--- src/inc/fbv_pkg.sv ---
/*
 * Shared constants and types of the finder board control logic: register
 * offsets, control bit positions, bus address modifiers, wait times, the
 * pin bundles and the error record with its update function.
 * Assumes a single 100 MHz clock domain for all users of this package.
 */
package fbv_pkg;

    localparam int CLK_PERIOD_NS = 10;
    // Least time that an on-board chip needs to answer a bus access.
    localparam int EXT_WAIT_NS   = 100;
    localparam logic [3:0] EXT_WAIT_CYC =
        4'((EXT_WAIT_NS + CLK_PERIOD_NS - 1) / CLK_PERIOD_NS);
    localparam logic [3:0] LOCAL_WAIT_CYC = 4'h2;
    localparam logic [3:0] CHIP_STROBE_AT = 4'h2;

    localparam logic [5:0] AM_A32_SINGLE = 6'h09;
    localparam logic [5:0] AM_A32_BLOCK  = 6'h0b;
    localparam logic [2:0] GA_PAD        = 3'h0;

    localparam logic [3:0] REG_LOCAL     = 4'h0;
    localparam logic [3:0] REG_IDSTORE   = 4'h1;
    localparam logic [3:0] REG_EXT_FIRST = 4'h2;
    localparam logic [3:0] REG_HDRBUF    = 4'h5;

    localparam logic [7:0] OFS_DIAG   = 8'h00;
    localparam logic [7:0] OFS_CTRL   = 8'h04;
    localparam logic [7:0] OFS_DEPTH  = 8'h08;
    localparam logic [7:0] OFS_AW0    = 8'h10;
    localparam logic [7:0] OFS_AB0    = 8'h14;
    localparam logic [7:0] OFS_FW0    = 8'h18;
    localparam logic [7:0] OFS_FB0    = 8'h1c;
    localparam logic [7:0] OFS_CLKDLY = 8'h20;

    localparam int B_SWRST  = 31;
    localparam int B_SWCLK  = 30;
    localparam int B_CLKSEL = 29;
    localparam int B_ALOOP  = 28;
    localparam int B_APROG  = 27;
    localparam int B_ARST   = 26;
    localparam int B_FPROG1 = 24;
    localparam int B_FPROG2 = 23;
    localparam int B_FRST   = 22;
    localparam int B_FLOOP  = 21;
    localparam int B_PPROG  = 20;
    localparam int B_PRST   = 19;
    localparam int B_PLOOP  = 18;
    localparam int B_NOHALT = 17;
    localparam int B_ACLR   = 16;
    localparam int B_FCLR   = 15;
    localparam int B_FLASH  = 14;
    localparam int B_MASK   = 13;
    localparam int DONE_W   = 10;
    localparam int BYTE_LO  = 24;

    localparam logic [31:0] CTRL_RESET   = 32'h0000_0000;
    localparam logic [31:0] CTRL_RO_MASK = 32'h0000_0fff;
    localparam logic [31:0] LOOP_MASK    = 32'h1024_0000;
    localparam logic [7:0]  CNT_MAX      = 8'hff;

    typedef struct packed {
        logic [31:2] addr;
        logic [5:0]  am;
        logic [4:0]  ga;
        logic        asN;
        logic        ds0N;
        logic        ds1N;
        logic        writeN;
        logic        lwordN;
        logic [31:0] data;
    } fbv_vme_in_type;

    typedef struct packed {
        logic [DONE_W-1:0] done;
        logic              globalReset;
        logic              haltN;
        logic              beamSync;
        logic [2:0]        ticks;
        logic [13:0]       alignW0;
        logic [13:0]       alignB0;
        logic [7:0]        finderW0;
        logic [7:0]        finderB0;
        logic [31:0]       chipRdData;
    } fbv_sys_in_type;

    typedef struct packed {
        logic [15:0] chipSel;
        logic [19:2] chipAddr;
        logic        chipWrStrobe;
        logic        chipRead;
        logic [31:0] chipWrData;
    } fbv_chip_out_type;

    typedef struct packed {
        logic [7:0]  count;
        logic [23:0] flags;
    } fbv_err_type;

    typedef enum logic [2:0] {
        ST_IDLE = 3'b001,
        ST_WAIT = 3'b010,
        ST_ACK  = 3'b100
    } fbv_state_type;

    // A hit in the clearing cycle is kept, so that clear loses no error; the count stops at CNT_MAX.
    function automatic fbv_err_type fbv_err_next(input fbv_err_type cur,
                                                 input logic [23:0] hits,
                                                 input logic        clr);
        fbv_err_type n;
        n = clr ? '0 : cur;
        n.flags = n.flags | hits;
        if (|hits && n.count != CNT_MAX) begin
            n.count = n.count + 8'h01;
        end
        return n;
    endfunction : fbv_err_next

endpackage : fbv_pkg

--- src/hw/fbv_identity_store.sv ---
/*
 * Identity store: 32 ASCII characters, a serial digit, a three character
 * board type code and a module description, one character per read.
 * Assumes the index is stable for one clock before the character is used.
 */
module fbv_identity_store import fbv_pkg::*; #(
    parameter logic [3:0]     SERIAL_NUM = 4'h1,
    // Arbitrary type code; the real one is assigned per board type.
    parameter logic [23:0]    TYPE_CODE  = "TY0",
    parameter logic [223:0]   DESC       = "Track Segment Finder Ver 4.0"
) (
    input  wire logic       mclk,
    input  wire logic       rstN,
    input  wire logic [4:0] index,
    output logic      [7:0] idChar
);

    function automatic logic [7:0] romChar(input logic [4:0] i);
        logic [255:0] image;
        image = {(SERIAL_NUM < 4'ha) ? 8'h30 + 8'(SERIAL_NUM)
                                     : 8'h37 + 8'(SERIAL_NUM),
                 TYPE_CODE, DESC};
        return image[(5'd31 - i) * 8 +: 8];
    endfunction : romChar

    logic [7:0] next_idChar;

    always_comb begin
        next_idChar = romChar(index);
    end

    always_ff @(posedge mclk or negedge rstN) begin
        if (!rstN) begin
            idChar <= 8'h00;
        end else begin
            idChar <= next_idChar;
        end
    end

endmodule : fbv_identity_store

--- src/hw/fbv_board_control.sv ---
/*
 * Finder board control: bus target decoder for the crate bus, control,
 * diagnostic, depth and clock delay registers, error records, loop-mode
 * gating and staging, ready indicator and second level header word.
 * Assumes bus and board pins are asynchronous to mclk, and that the three
 * slice clocks arrive as slow square waves that mclk can sample.
 */
// Operation
// - Only 32-bit aligned single or block transfers are answered.
// - Only extended 32-bit addressing reaches the board.
// - Address modifiers 09 and 0B only; all others ignored.
// - Selected only when address, modifier and geographical address match.
// - When region 2 or up is selected, except for the header beat, drive chip selects, address, write strobe and read control.
// - Control bits 11 to 2 read back every chip's done signal.
// - Ready is the AND of all done signals and lights the green lamp.
// - Global reset, halt and beam sync also steer the loop outputs.
// - Loop outputs are re-registered on the 33, 66 and 132 ns clocks.
// - Control bit 31 is a software reset clearing the loop bits.
// - Bit 28 pumps alignment data in a loop, else its RAM is bus reachable.
// - Bit 21 loops the finder section, bit 18 the pixel section.
// - Bits 26, 22 and 19 reset alignment, finder and pixel sections.
// - Bits 27, 24, 23 and 20 force reprogramming of their chip groups.
// - Bit 17 lets loop tests start without the global halt.
// - Bits 16 and 15 clear alignment and finder error records.
// - Bit 14 enables bus flash programming, bit 13 masks error reporting.
// - Bit 30 is a software clock, bit 29 selects it for the chips.
// - Word-zero and beam-zero errors are latched and counted.
// - An 8-bit register sets the experiment clock delay line.
// - First word of a level 2 read is a header with type, serial, address, depth.
// - The identity store holds 32 ASCII characters: serial, type, description.
// - Section reset bits reset the flip-flops inside those chips.
module fbv_board_control import fbv_pkg::*; #(
    parameter logic [3:0] SERIAL_NUM = 4'h1,
    // Arbitrary board type value for the header word.
    parameter logic [7:0] BOARD_TYPE = 8'h5a
) (
    input  wire logic             mclk,
    input  wire logic             nrst,
    input  wire fbv_vme_in_type   vmeIn,
    input  wire fbv_sys_in_type   sysIn,
    output logic           [31:0] vmeDataOut,
    output logic                  vmeDataOe,
    output logic                  vmeDtackN,
    output logic                  vmeDtackOe,
    output fbv_chip_out_type      chipOut,
    output logic                  alignLoop,
    output logic                  finderLoop,
    output logic                  pixelLoop,
    output logic                  alignReset,
    output logic                  finderReset,
    output logic                  pixelReset,
    output logic            [3:0] forceProgram,
    output logic                  flashProgEnable,
    output logic                  alignRamBusAccess,
    output logic                  swClock,
    output logic                  clockSelect,
    output logic            [7:0] clockDelay,
    output logic                  readyLed,
    output logic                  errorFlag
);

    ////////////////////////////////////////////////////////////////////////
    logic           rstMeta, rstN;
    fbv_vme_in_type vmeMeta, vme;
    fbv_sys_in_type sysMeta, sys;

    always_ff @(posedge mclk or negedge nrst) begin
        if (!nrst) begin
            rstMeta <= 1'b0;
            rstN    <= 1'b0;
        end else begin
            rstMeta <= 1'b1;
            rstN    <= rstMeta;
        end
    end

    always_ff @(posedge mclk or negedge rstN) begin
        if (!rstN) begin
            vmeMeta <= '1;
            vme     <= '1;
            sysMeta <= '0;
            sys     <= '0;
        end else begin
            vmeMeta <= vmeIn;
            vme     <= vmeMeta;
            sysMeta <= sysIn;
            sys     <= sysMeta;
        end
    end

    ////////////////////////////////////////////////////////////////////////
    fbv_state_type state, next_state;
    logic [3:0]    waitCnt, next_waitCnt;
    logic [31:2]   accAddr, next_accAddr;
    logic [31:0]   wrData, next_wrData, next_vmeDataOut;
    logic          firstBeat, next_firstBeat, blockLive, next_blockLive;
    logic          isWrite, next_isWrite, hdrBeat, next_hdrBeat;
    logic          next_vmeDataOe, next_vmeDtackOe;
    logic [31:0]   ctrl, next_ctrl, diag, next_diag;
    logic [7:0]    depth, next_depth, clkDly, next_clkDly, idChar;
    logic          dsActive, amOk, boardHit, startAcc, extCycle, lastWait;
    logic [31:2]   useAddr;
    logic [3:0]    region;
    logic [31:0]   rdLocal, rdData, header;
    fbv_err_type   err [4];

    assign dsActive = !vme.asN && !vme.ds0N && !vme.ds1N && !vme.lwordN;
    assign amOk     = vme.am == AM_A32_SINGLE || vme.am == AM_A32_BLOCK;
    assign boardHit = amOk && vme.addr[31:24] == {GA_PAD, vme.ga};
    assign startAcc = state == ST_IDLE && dsActive
                      && (firstBeat ? boardHit : blockLive);
    // Block transfers carry the address only once; later beats count on.
    assign useAddr  = firstBeat ? vme.addr : accAddr + 30'h1;
    assign region   = accAddr[23:20];
    assign extCycle = region >= REG_EXT_FIRST && !hdrBeat;
    assign lastWait = state == ST_WAIT && waitCnt == 4'h1;
    assign header   = {depth, BOARD_TYPE, 4'h0, SERIAL_NUM, GA_PAD, vme.ga};

    always_comb begin
        rdLocal = 32'h0000_0000;
        if (accAddr[19:8] == '0) begin
            case ({accAddr[7:2], 2'b00})
                OFS_DIAG:   rdLocal = diag;
                OFS_CTRL:   rdLocal = {ctrl[31:12], sys.done, readyLed, errorFlag};
                OFS_DEPTH:  rdLocal = {depth, 24'h0};
                OFS_AW0:    rdLocal = err[0];
                OFS_AB0:    rdLocal = err[1];
                OFS_FW0:    rdLocal = err[2];
                OFS_FB0:    rdLocal = err[3];
                OFS_CLKDLY: rdLocal = {clkDly, 24'h0};
                default:    rdLocal = 32'h0000_0000;
            endcase
        end
        if (hdrBeat) begin
            rdData = header;
        end else if (region == REG_LOCAL) begin
            rdData = rdLocal;
        end else if (region == REG_IDSTORE) begin
            rdData = {idChar, 24'h0};
        end else if (extCycle) begin
            rdData = sys.chipRdData;
        end else begin
            rdData = 32'h0000_0000;
        end
    end

    fbv_identity_store #(
        .SERIAL_NUM (SERIAL_NUM)
    ) u_fbv_identity_store (
        .mclk   (mclk),
        .rstN   (rstN),
        .index  (accAddr[6:2]),
        .idChar (idChar)
    );

    always_comb begin
        next_state      = state;
        next_waitCnt    = waitCnt;
        next_accAddr    = accAddr;
        next_wrData     = wrData;
        next_firstBeat  = firstBeat;
        next_blockLive  = blockLive;
        next_isWrite    = isWrite;
        next_hdrBeat    = hdrBeat;
        next_vmeDataOut = vmeDataOut;
        next_vmeDataOe  = vmeDataOe;
        next_vmeDtackOe = vmeDtackOe;
        next_ctrl       = ctrl;
        next_diag       = diag;
        next_depth      = depth;
        next_clkDly     = clkDly;
        unique case (state)
            ST_IDLE: begin
                if (vme.asN) begin
                    next_firstBeat = 1'b1;
                    next_blockLive = 1'b0;
                end
                if (startAcc) begin
                    next_state     = ST_WAIT;
                    next_accAddr   = useAddr;
                    next_wrData    = vme.data;
                    next_isWrite   = !vme.writeN;
                    next_blockLive = vme.am == AM_A32_BLOCK;
                    next_hdrBeat   = firstBeat && !vme.writeN == 1'b0
                                     && useAddr[23:20] == REG_HDRBUF;
                    next_waitCnt   = useAddr[23:20] >= REG_EXT_FIRST
                                     ? EXT_WAIT_CYC : LOCAL_WAIT_CYC;
                end
            end
            ST_WAIT: begin
                next_waitCnt = waitCnt - 4'h1;
                if (lastWait) begin
                    next_state      = ST_ACK;
                    next_vmeDtackOe = 1'b1;
                    next_vmeDataOe  = !isWrite;
                    next_vmeDataOut = isWrite ? vmeDataOut : rdData;
                    next_firstBeat  = 1'b0;
                    if (isWrite && region == REG_LOCAL && accAddr[19:8] == '0) begin
                        case ({accAddr[7:2], 2'b00})
                            OFS_DIAG:   next_diag   = wrData;
                            OFS_CTRL:   next_ctrl   = wrData & ~CTRL_RO_MASK;
                            OFS_DEPTH:  next_depth  = wrData[BYTE_LO +: 8];
                            OFS_CLKDLY: next_clkDly = wrData[BYTE_LO +: 8];
                            default:    next_diag   = diag;
                        endcase
                    end
                end
            end
            ST_ACK: begin
                if (vme.ds0N && vme.ds1N) begin
                    next_state      = ST_IDLE;
                    next_vmeDtackOe = 1'b0;
                    next_vmeDataOe  = 1'b0;
                end
            end
        endcase
        if (next_ctrl[B_SWRST]) begin
            next_ctrl = next_ctrl & ~LOOP_MASK;
        end
    end

    always_ff @(posedge mclk or negedge rstN) begin
        if (!rstN) begin
            state      <= ST_IDLE;
            waitCnt    <= 4'h0;
            accAddr    <= '0;
            wrData     <= 32'h0000_0000;
            firstBeat  <= 1'b1;
            blockLive  <= 1'b0;
            isWrite    <= 1'b0;
            hdrBeat    <= 1'b0;
            vmeDataOut <= 32'h0000_0000;
            vmeDataOe  <= 1'b0;
            vmeDtackOe <= 1'b0;
            ctrl       <= CTRL_RESET;
            diag       <= 32'h0000_0000;
            depth      <= 8'h00;
            clkDly     <= 8'h00;
        end else begin
            state      <= next_state;
            waitCnt    <= next_waitCnt;
            accAddr    <= next_accAddr;
            wrData     <= next_wrData;
            firstBeat  <= next_firstBeat;
            blockLive  <= next_blockLive;
            isWrite    <= next_isWrite;
            hdrBeat    <= next_hdrBeat;
            vmeDataOut <= next_vmeDataOut;
            vmeDataOe  <= next_vmeDataOe;
            vmeDtackOe <= next_vmeDtackOe;
            ctrl       <= next_ctrl;
            diag       <= next_diag;
            depth      <= next_depth;
            clkDly     <= next_clkDly;
        end
    end

    // Open-drain acknowledge: the level is always low, only the enable moves.
    assign vmeDtackN = 1'b0;

    always_comb begin
        chipOut = '0;
        chipOut.chipAddr   = accAddr[19:2];
        chipOut.chipWrData = wrData;
        if (state == ST_WAIT && extCycle) begin
            chipOut.chipSel[region] = 1'b1;
            chipOut.chipRead        = !isWrite;
            chipOut.chipWrStrobe    = isWrite && waitCnt == CHIP_STROBE_AT;
        end
    end

    ////////////////////////////////////////////////////////////////////////
    logic [43:0] hitPrev, hitNow;
    logic [2:0]  armed, started, next_started, stage, next_stage, tickPrev;
    logic        beamPrev, beamRise, next_readyLed, next_errorFlag;
    logic [2:0]  tickRise;
    fbv_err_type next_err [4];

    assign hitNow   = {sys.alignW0, sys.alignB0, sys.finderW0, sys.finderB0};
    assign beamRise = sys.beamSync && !beamPrev;
    assign tickRise = sys.ticks & ~tickPrev;

    always_comb begin
        next_err[0] = fbv_err_next(err[0], {10'h0, sys.alignW0 & ~hitPrev[43:30]},
                                   ctrl[B_ACLR]);
        next_err[1] = fbv_err_next(err[1], {10'h0, sys.alignB0 & ~hitPrev[29:16]},
                                   ctrl[B_ACLR]);
        next_err[2] = fbv_err_next(err[2], {16'h0, sys.finderW0 & ~hitPrev[15:8]},
                                   ctrl[B_FCLR]);
        next_err[3] = fbv_err_next(err[3], {16'h0, sys.finderB0 & ~hitPrev[7:0]},
                                   ctrl[B_FCLR]);
        // Halt is active low; bit 17 stands in for it during bench tests.
        armed = {ctrl[B_PLOOP], ctrl[B_FLOOP], ctrl[B_ALOOP]}
                & {3{!sys.globalReset && (!sys.haltN || ctrl[B_NOHALT])}};
        next_started = armed & (started | {3{beamRise}});
        for (int i = 0; i < 3; i++) begin
            next_stage[i] = tickRise[i] ? started[i] : stage[i];
        end
        next_readyLed  = &sys.done;
        next_errorFlag = |{err[0].flags, err[1].flags, err[2].flags, err[3].flags}
                         && !ctrl[B_MASK];
    end

    always_ff @(posedge mclk or negedge rstN) begin
        if (!rstN) begin
            for (int i = 0; i < 4; i++) begin
                err[i] <= '0;
            end
            hitPrev   <= '0;
            beamPrev  <= 1'b0;
            tickPrev  <= 3'h0;
            started   <= 3'h0;
            stage     <= 3'h0;
            readyLed  <= 1'b0;
            errorFlag <= 1'b0;
        end else begin
            for (int i = 0; i < 4; i++) begin
                err[i] <= next_err[i];
            end
            hitPrev   <= hitNow;
            beamPrev  <= sys.beamSync;
            tickPrev  <= sys.ticks;
            started   <= next_started;
            stage     <= next_stage;
            readyLed  <= next_readyLed;
            errorFlag <= next_errorFlag;
        end
    end

    // Stage 0 follows the 132 ns clock, stage 1 the 66 ns, stage 2 the 33 ns.
    assign alignLoop         = stage[0];
    assign finderLoop        = stage[1];
    assign pixelLoop         = stage[2];
    assign alignReset        = ctrl[B_ARST];
    assign finderReset       = ctrl[B_FRST];
    assign pixelReset        = ctrl[B_PRST];
    assign forceProgram      = {ctrl[B_APROG], ctrl[B_FPROG1],
                                ctrl[B_FPROG2], ctrl[B_PPROG]};
    assign flashProgEnable   = ctrl[B_FLASH];
    assign alignRamBusAccess = !ctrl[B_ALOOP];
    assign swClock           = ctrl[B_SWCLK];
    assign clockSelect       = ctrl[B_CLKSEL];
    assign clockDelay        = clkDly;
endmodule : fbv_board_control

--- config.mk ---
export PLATFORM = sky130hd
export DESIGN_NAME = fbv_board_control
export DESIGN_NICKNAME = d
export VERILOG_FILES = /design/src/inc/fbv_pkg.sv /design/src/hw/fbv_identity_store.sv /design/src/hw/fbv_board_control.sv
export SDC_FILE = /design/constraint.sdc
export NUM_CORES = 1
export LEC_CHECK = 0
export ABC_AREA = 1
export BUFFER_PORTS_ARGS = -buffer_cell sky130_fd_sc_hd__buf_4
export CAP_MARGIN = 20
export CELL_PAD_IN_SITES_DETAIL_PLACEMENT = 0
export CELL_PAD_IN_SITES_GLOBAL_PLACEMENT = 1
export CORE_MARGIN = 8
export CORE_UTILIZATION = 45
export DETAILED_ROUTE_END_ITERATION = 8
export PLACE_DENSITY_LB_ADDON = 0.1
export RECOVER_POWER = 25
export REMOVE_ABC_BUFFERS = 1
export SLEW_MARGIN = 0
export SYNTH_ARGS = -nofsm -noshare
export SYNTH_HDL_FRONTEND = slang
export SYNTH_SLANG_ARGS = --single-unit
--- constraint.sdc ---
create_clock -name mclk -period 23.1 [get_ports mclk]
set_clock_uncertainty 0.05 [all_clocks]
set_input_delay 4.62 -clock mclk [delete_from_list [all_inputs] [get_ports mclk]]
set_output_delay 4.62 -clock mclk [all_outputs]
set_load 0.01 [all_outputs]
==> impl_metrics.py <==
metrics = {
    "status": {
        "run_status": "finished with violations",
        "violations_in_the_final_reports": "capacitance limit, slew limit",
    },
    "placement": {
        "preCtsSetupSlack_ns": 15.88,
        "place_congestion": 0.854,
        "portBuffers": 295,
        "detailed_place_hpwl_um": 44300,
        "place_area_um2": 26800,
    },
    "final_layout": {
        "area_delta_synth_final_pct": 21.9,
        "n_antenna_cell": 0,
        "final_cell_mix": "sky130_fd_sc_hd__nand2_1 (592), sky130_fd_sc_hd__dfrtp_1 (490), sky130_fd_sc_hd__buf_4 (310)",
        "fillCellCount": 4728,
        "finish.instance_area_um2": 29400,
        "share_of_final_layout_standard_cells_stronger_than_drive_strength_1": 0.235,
        "final_common_cell": "sky130_fd_sc_hd__nand2_1",
        "nets": 2794,
    },
    "global_route": {
        "global_route.overflow_total": 0,
        "global_route.usage.total": 0.204,
        "maximum_number_of_pins_on_one_net_before_global_route_repair": 76,
        "grt_pass1_vias": 16800,
        "antenna_found_initial": 0,
        "grt_pass1_wl_um": 96200,
    },
    "sta": {
        "worst_pin_slew_ns": 3.70,
        "finalWorstPathRequiredPeriod_ns": 7.57,
        "finalSetupViolCount": 0,
        "max-slew-margin-rel": -1.46,
        "setup_total_negative_slack_ns": 0,
        "post-route-worst-setup-slack_ns": 15.53,
        "timing.hold.ws_ns": 0.292,
        "layout_worst_path_cycle_share": 0.328,
        "timing.fmax_mhz": 132,
        "final-hold-violation-count": 0,
        "grt_setup_unrepaired": "false",
        "slew_viol_final": 196,
    },
    "power_and_ir_drop": {
        "p_total_mw": 2.70,
        "internal_power_mw": 2.07,
        "combPwrFrac": 0.087,
        "power_density_nw_per_um2": 91.9,
        "cellLeakagePower_nw": 14.1,
        "clock_power_share": 0.448,
        "vdd.ir_drop.worst_uv": 73.0,
        "seq_power_share": 0.465,
        "total_switching_power_uw": 634,
        "p_sw_frac": 0.235,
    },
    "clocking": {
        "clk_latency_ns": 0.60,
        "post_cts_resize_count": 0,
        "clk_path_buf_depth": 3,
        "clkSlewWorstSetupHoldPaths_ns": 0.06,
        "cts-buffers-inserted": 70,
        "holdBufCountCts": 0,
        "cts-htree-levels": 3,
        "clock_sink_count": 648,
        "ctsRootBufferMaster": "sky130_fd_sc_hd__clkbuf_16",
        "cts_tree": "done",
        "post-cts-setup-buffer-count": 0,
    },
    "logic_synthesis": {
        "synth.yosys.warnings": 0,
        "share_of_synthesized_area_occupied_by_flip_flops_and_latches": 0.681,
        "ys_top_cells_by_area": "sky130_fd_sc_hd__dfrtp_1 (51%), sky130_fd_sc_hd__dfstp_2 (17%), sky130_fd_sc_hd__nand2_1 (9.2%)",
        "synthesis.instances": 2317,
        "async_reset_ff_frac": 1.00,
        "synth_enable_flop_cells": 0,
        "yosysTopAreaCell": "sky130_fd_sc_hd__dfrtp_1",
        "synth_top_area_frac": 0.509,
        "postSynthRegisterBits": 648,
        "synth_ff_type": "sky130_fd_sc_hd__dfrtp_1",
        "yosys.cell_types.count": 47,
        "syn-cell-area_um2": 24100,
        "post_synthesis_area_per_instance_um2": 10.4,
    },
    "critical_path": {
        "crit_arrival_ns": 2.90,
        "cp_common_cell": "sky130_fd_sc_hd__nor2_1",
        "critical_path_required_ns": 18.43,
        "path_class": "reg2out",
        "cell_with_the_largest_stage_delay_on_the_worst_path": "sky130_fd_sc_hd__dfrtp_1",
        "end_kind": "primary output",
        "cp_cell_sequence": "inv_1, nand2_1, nor2_1, nand3_1, nor2_1, buf_4",
        "cp_max_fo": 24,
        "start_kind": "flip-flop",
        "critPathMaxStageDelay_ns": 0.69,
    },
    "detailed_routing": {
        "final_antenna_net_count": 0,
        "drt-initial-drc-count": 985,
        "route.detailed.drc": 0,
        "postRouteWirelength_um": 61800,
        "vias_per_cell": 4.88,
        "dr_total_vias": 16400,
        "wl_per_cell_um": 18.4,
        "drt_first_pass_iters": 5,
    },
    "min_path": {
        "worst_hold_path_type": "reg2reg",
    },
    "floorplan": {
        "dieHeight_um": 247,
        "core_region_area_um2": 53400,
        "boundaryPins": 299,
        "die_w_um": 247,
        "dieArea_um2": 61200,
        "starting_density_of_the_core": 0.452,
        "rows": 85,
    },
    "flow_run": {
        "maxCapViolCount": 3,
    },
}
## critical path, delay by kind of cell (launching register included)
kind / cells / cell delay, ns
and+or+nand+nor: 4 / 0.85
buffers and inverters: 2 / 0.76
DFF: 1 / 0.69
## flip-flops by register name (all words and copies together), names as in the netlist, 4 cells and up
name                         flops
vmeMeta                         78
hitNow                          44
diag                            32
vme                             73
accAddr                         22
u_fbv_identity_store.idChar      7
sys                             48
vmeDataOut                      32
ctrl                            20
depth                            8
err                             76
clockDelay                       8
header                           5
hitPrev                         44
waitCnt                          4
wrData                          32
sysMeta                         92
## metrics by stage
stage                     std cells   util
after floorplan                2222      -
after global placement         3231  0.502
after detailed placement       3231  0.502
after CTS                      3360  0.550
after global routing           3361  0.550
final                          3361  0.550
## worst paths after layout
| check | slack, ns | startpoint | depth (start not counted) | endpoint |
|---|---|---|---|---|
| min in group asynchronous | 0.86 | rstN$_DFF_PN0_ | 0 | err[61]$_DFF_PN0_ |
| max in group asynchronous | 17.05 | rstN$_DFF_PN0_ | 3 | hitNow[32]$_DFF_PN0_ |
| max | 15.53 | hdrBeat$_DFFE_PN0P_ | 6 | chipOut[62] |
| min reg2reg | 0.29 | sysMeta[22]$_DFF_PN0_ | 0 | sys[22]$_DFF_PN0_ |
| max reg2reg | 17.05 | rstN$_DFF_PN0_ | 3 | hitNow[32]$_DFF_PN0_ |
| min | 0.29 | sysMeta[22]$_DFF_PN0_ | 0 | sys[22]$_DFF_PN0_ |
## power groups by stage
stage	clock network, mW	registers [mW]	logic, mW
floorplan	0	1.28	0.142
global placement	0	1.27	0.233
detailed placement	0	1.28	0.238
CTS	1.24	1.26	0.239
global route	1.29	1.26	0.271
finish	1.21	1.26	0.235
## routing by layer
metal / routed length [um] / vias to the layer above / GRT usage
li1: - / 7951 / -
met1: 27500 / 7982 / 0.276
met2: 29900 / 373 / 0.333
met3: 2960 / 95 / 0.0406
met4: 1530 / 0 / 0.0583
met5: 0 / - / 0
## cell families (layout without fill, tap and decap cells)
kind of cell    count (synthesis)  after routing  share of synthesized area
fa+ha+maj                      14             14                    0.00727
xor+xnor                       37             37                     0.0134
compound gates                330            330                     0.0731
buf+inv                       344            690                     0.0608
flops                         648            648                      0.681
simple gates                  942            942                      0.164
other cells                     2              4                   0.000312
## synthesized netlist by cell type, types with 2 or more instances
cell type and instances:
sky130_fd_sc_hd__nand2_2 5, sky130_fd_sc_hd__inv_1 234, sky130_fd_sc_hd__nor2_4 2, sky130_fd_sc_hd__dfstp_2 158, sky130_fd_sc_hd__xnor2_1 13, sky130_fd_sc_hd__nand3_2 4
sky130_fd_sc_hd__o21ai_1 66, sky130_fd_sc_hd__a31oi_1 5, sky130_fd_sc_hd__nand3_1 110, sky130_fd_sc_hd__clkbuf_1 31, sky130_fd_sc_hd__o21ai_0 159, sky130_fd_sc_hd__a221oi_1 8
sky130_fd_sc_hd__o211ai_1 7, sky130_fd_sc_hd__nor4_1 3, sky130_fd_sc_hd__buf_2 25, sky130_fd_sc_hd__inv_2 10, sky130_fd_sc_hd__nor2_1 144, sky130_fd_sc_hd__a22o_1 5
sky130_fd_sc_hd__a21oi_1 64, sky130_fd_sc_hd__nand4_1 41, sky130_fd_sc_hd__o31ai_1 2, sky130_fd_sc_hd__ha_1 14, sky130_fd_sc_hd__o21a_1 2, sky130_fd_sc_hd__nor2_2 6
sky130_fd_sc_hd__nor3_4 2, sky130_fd_sc_hd__conb_1 2, sky130_fd_sc_hd__buf_4 38, sky130_fd_sc_hd__buf_1 3, sky130_fd_sc_hd__dfrtp_1 490, sky130_fd_sc_hd__xor2_1 24
sky130_fd_sc_hd__nand2_1 592, sky130_fd_sc_hd__nor3_1 18, sky130_fd_sc_hd__or2_2 6, sky130_fd_sc_hd__o22ai_1 6, sky130_fd_sc_hd__clkinv_1 3, sky130_fd_sc_hd__nand3b_1 4
## layout make-up
class	instances	area (um^2)	share of cell area
inverter	247	927	0.0315
tap	696	871	0.0296
clock buffer	94	2070	0.0705
timing repair buffer	314	2370	0.0805
sequential	648	16400	0.558
clock inverter	35	490	0.0167
multi-input combinational	1327	6250	0.213
Note: power is estimated with default switching activity, not from simulation.
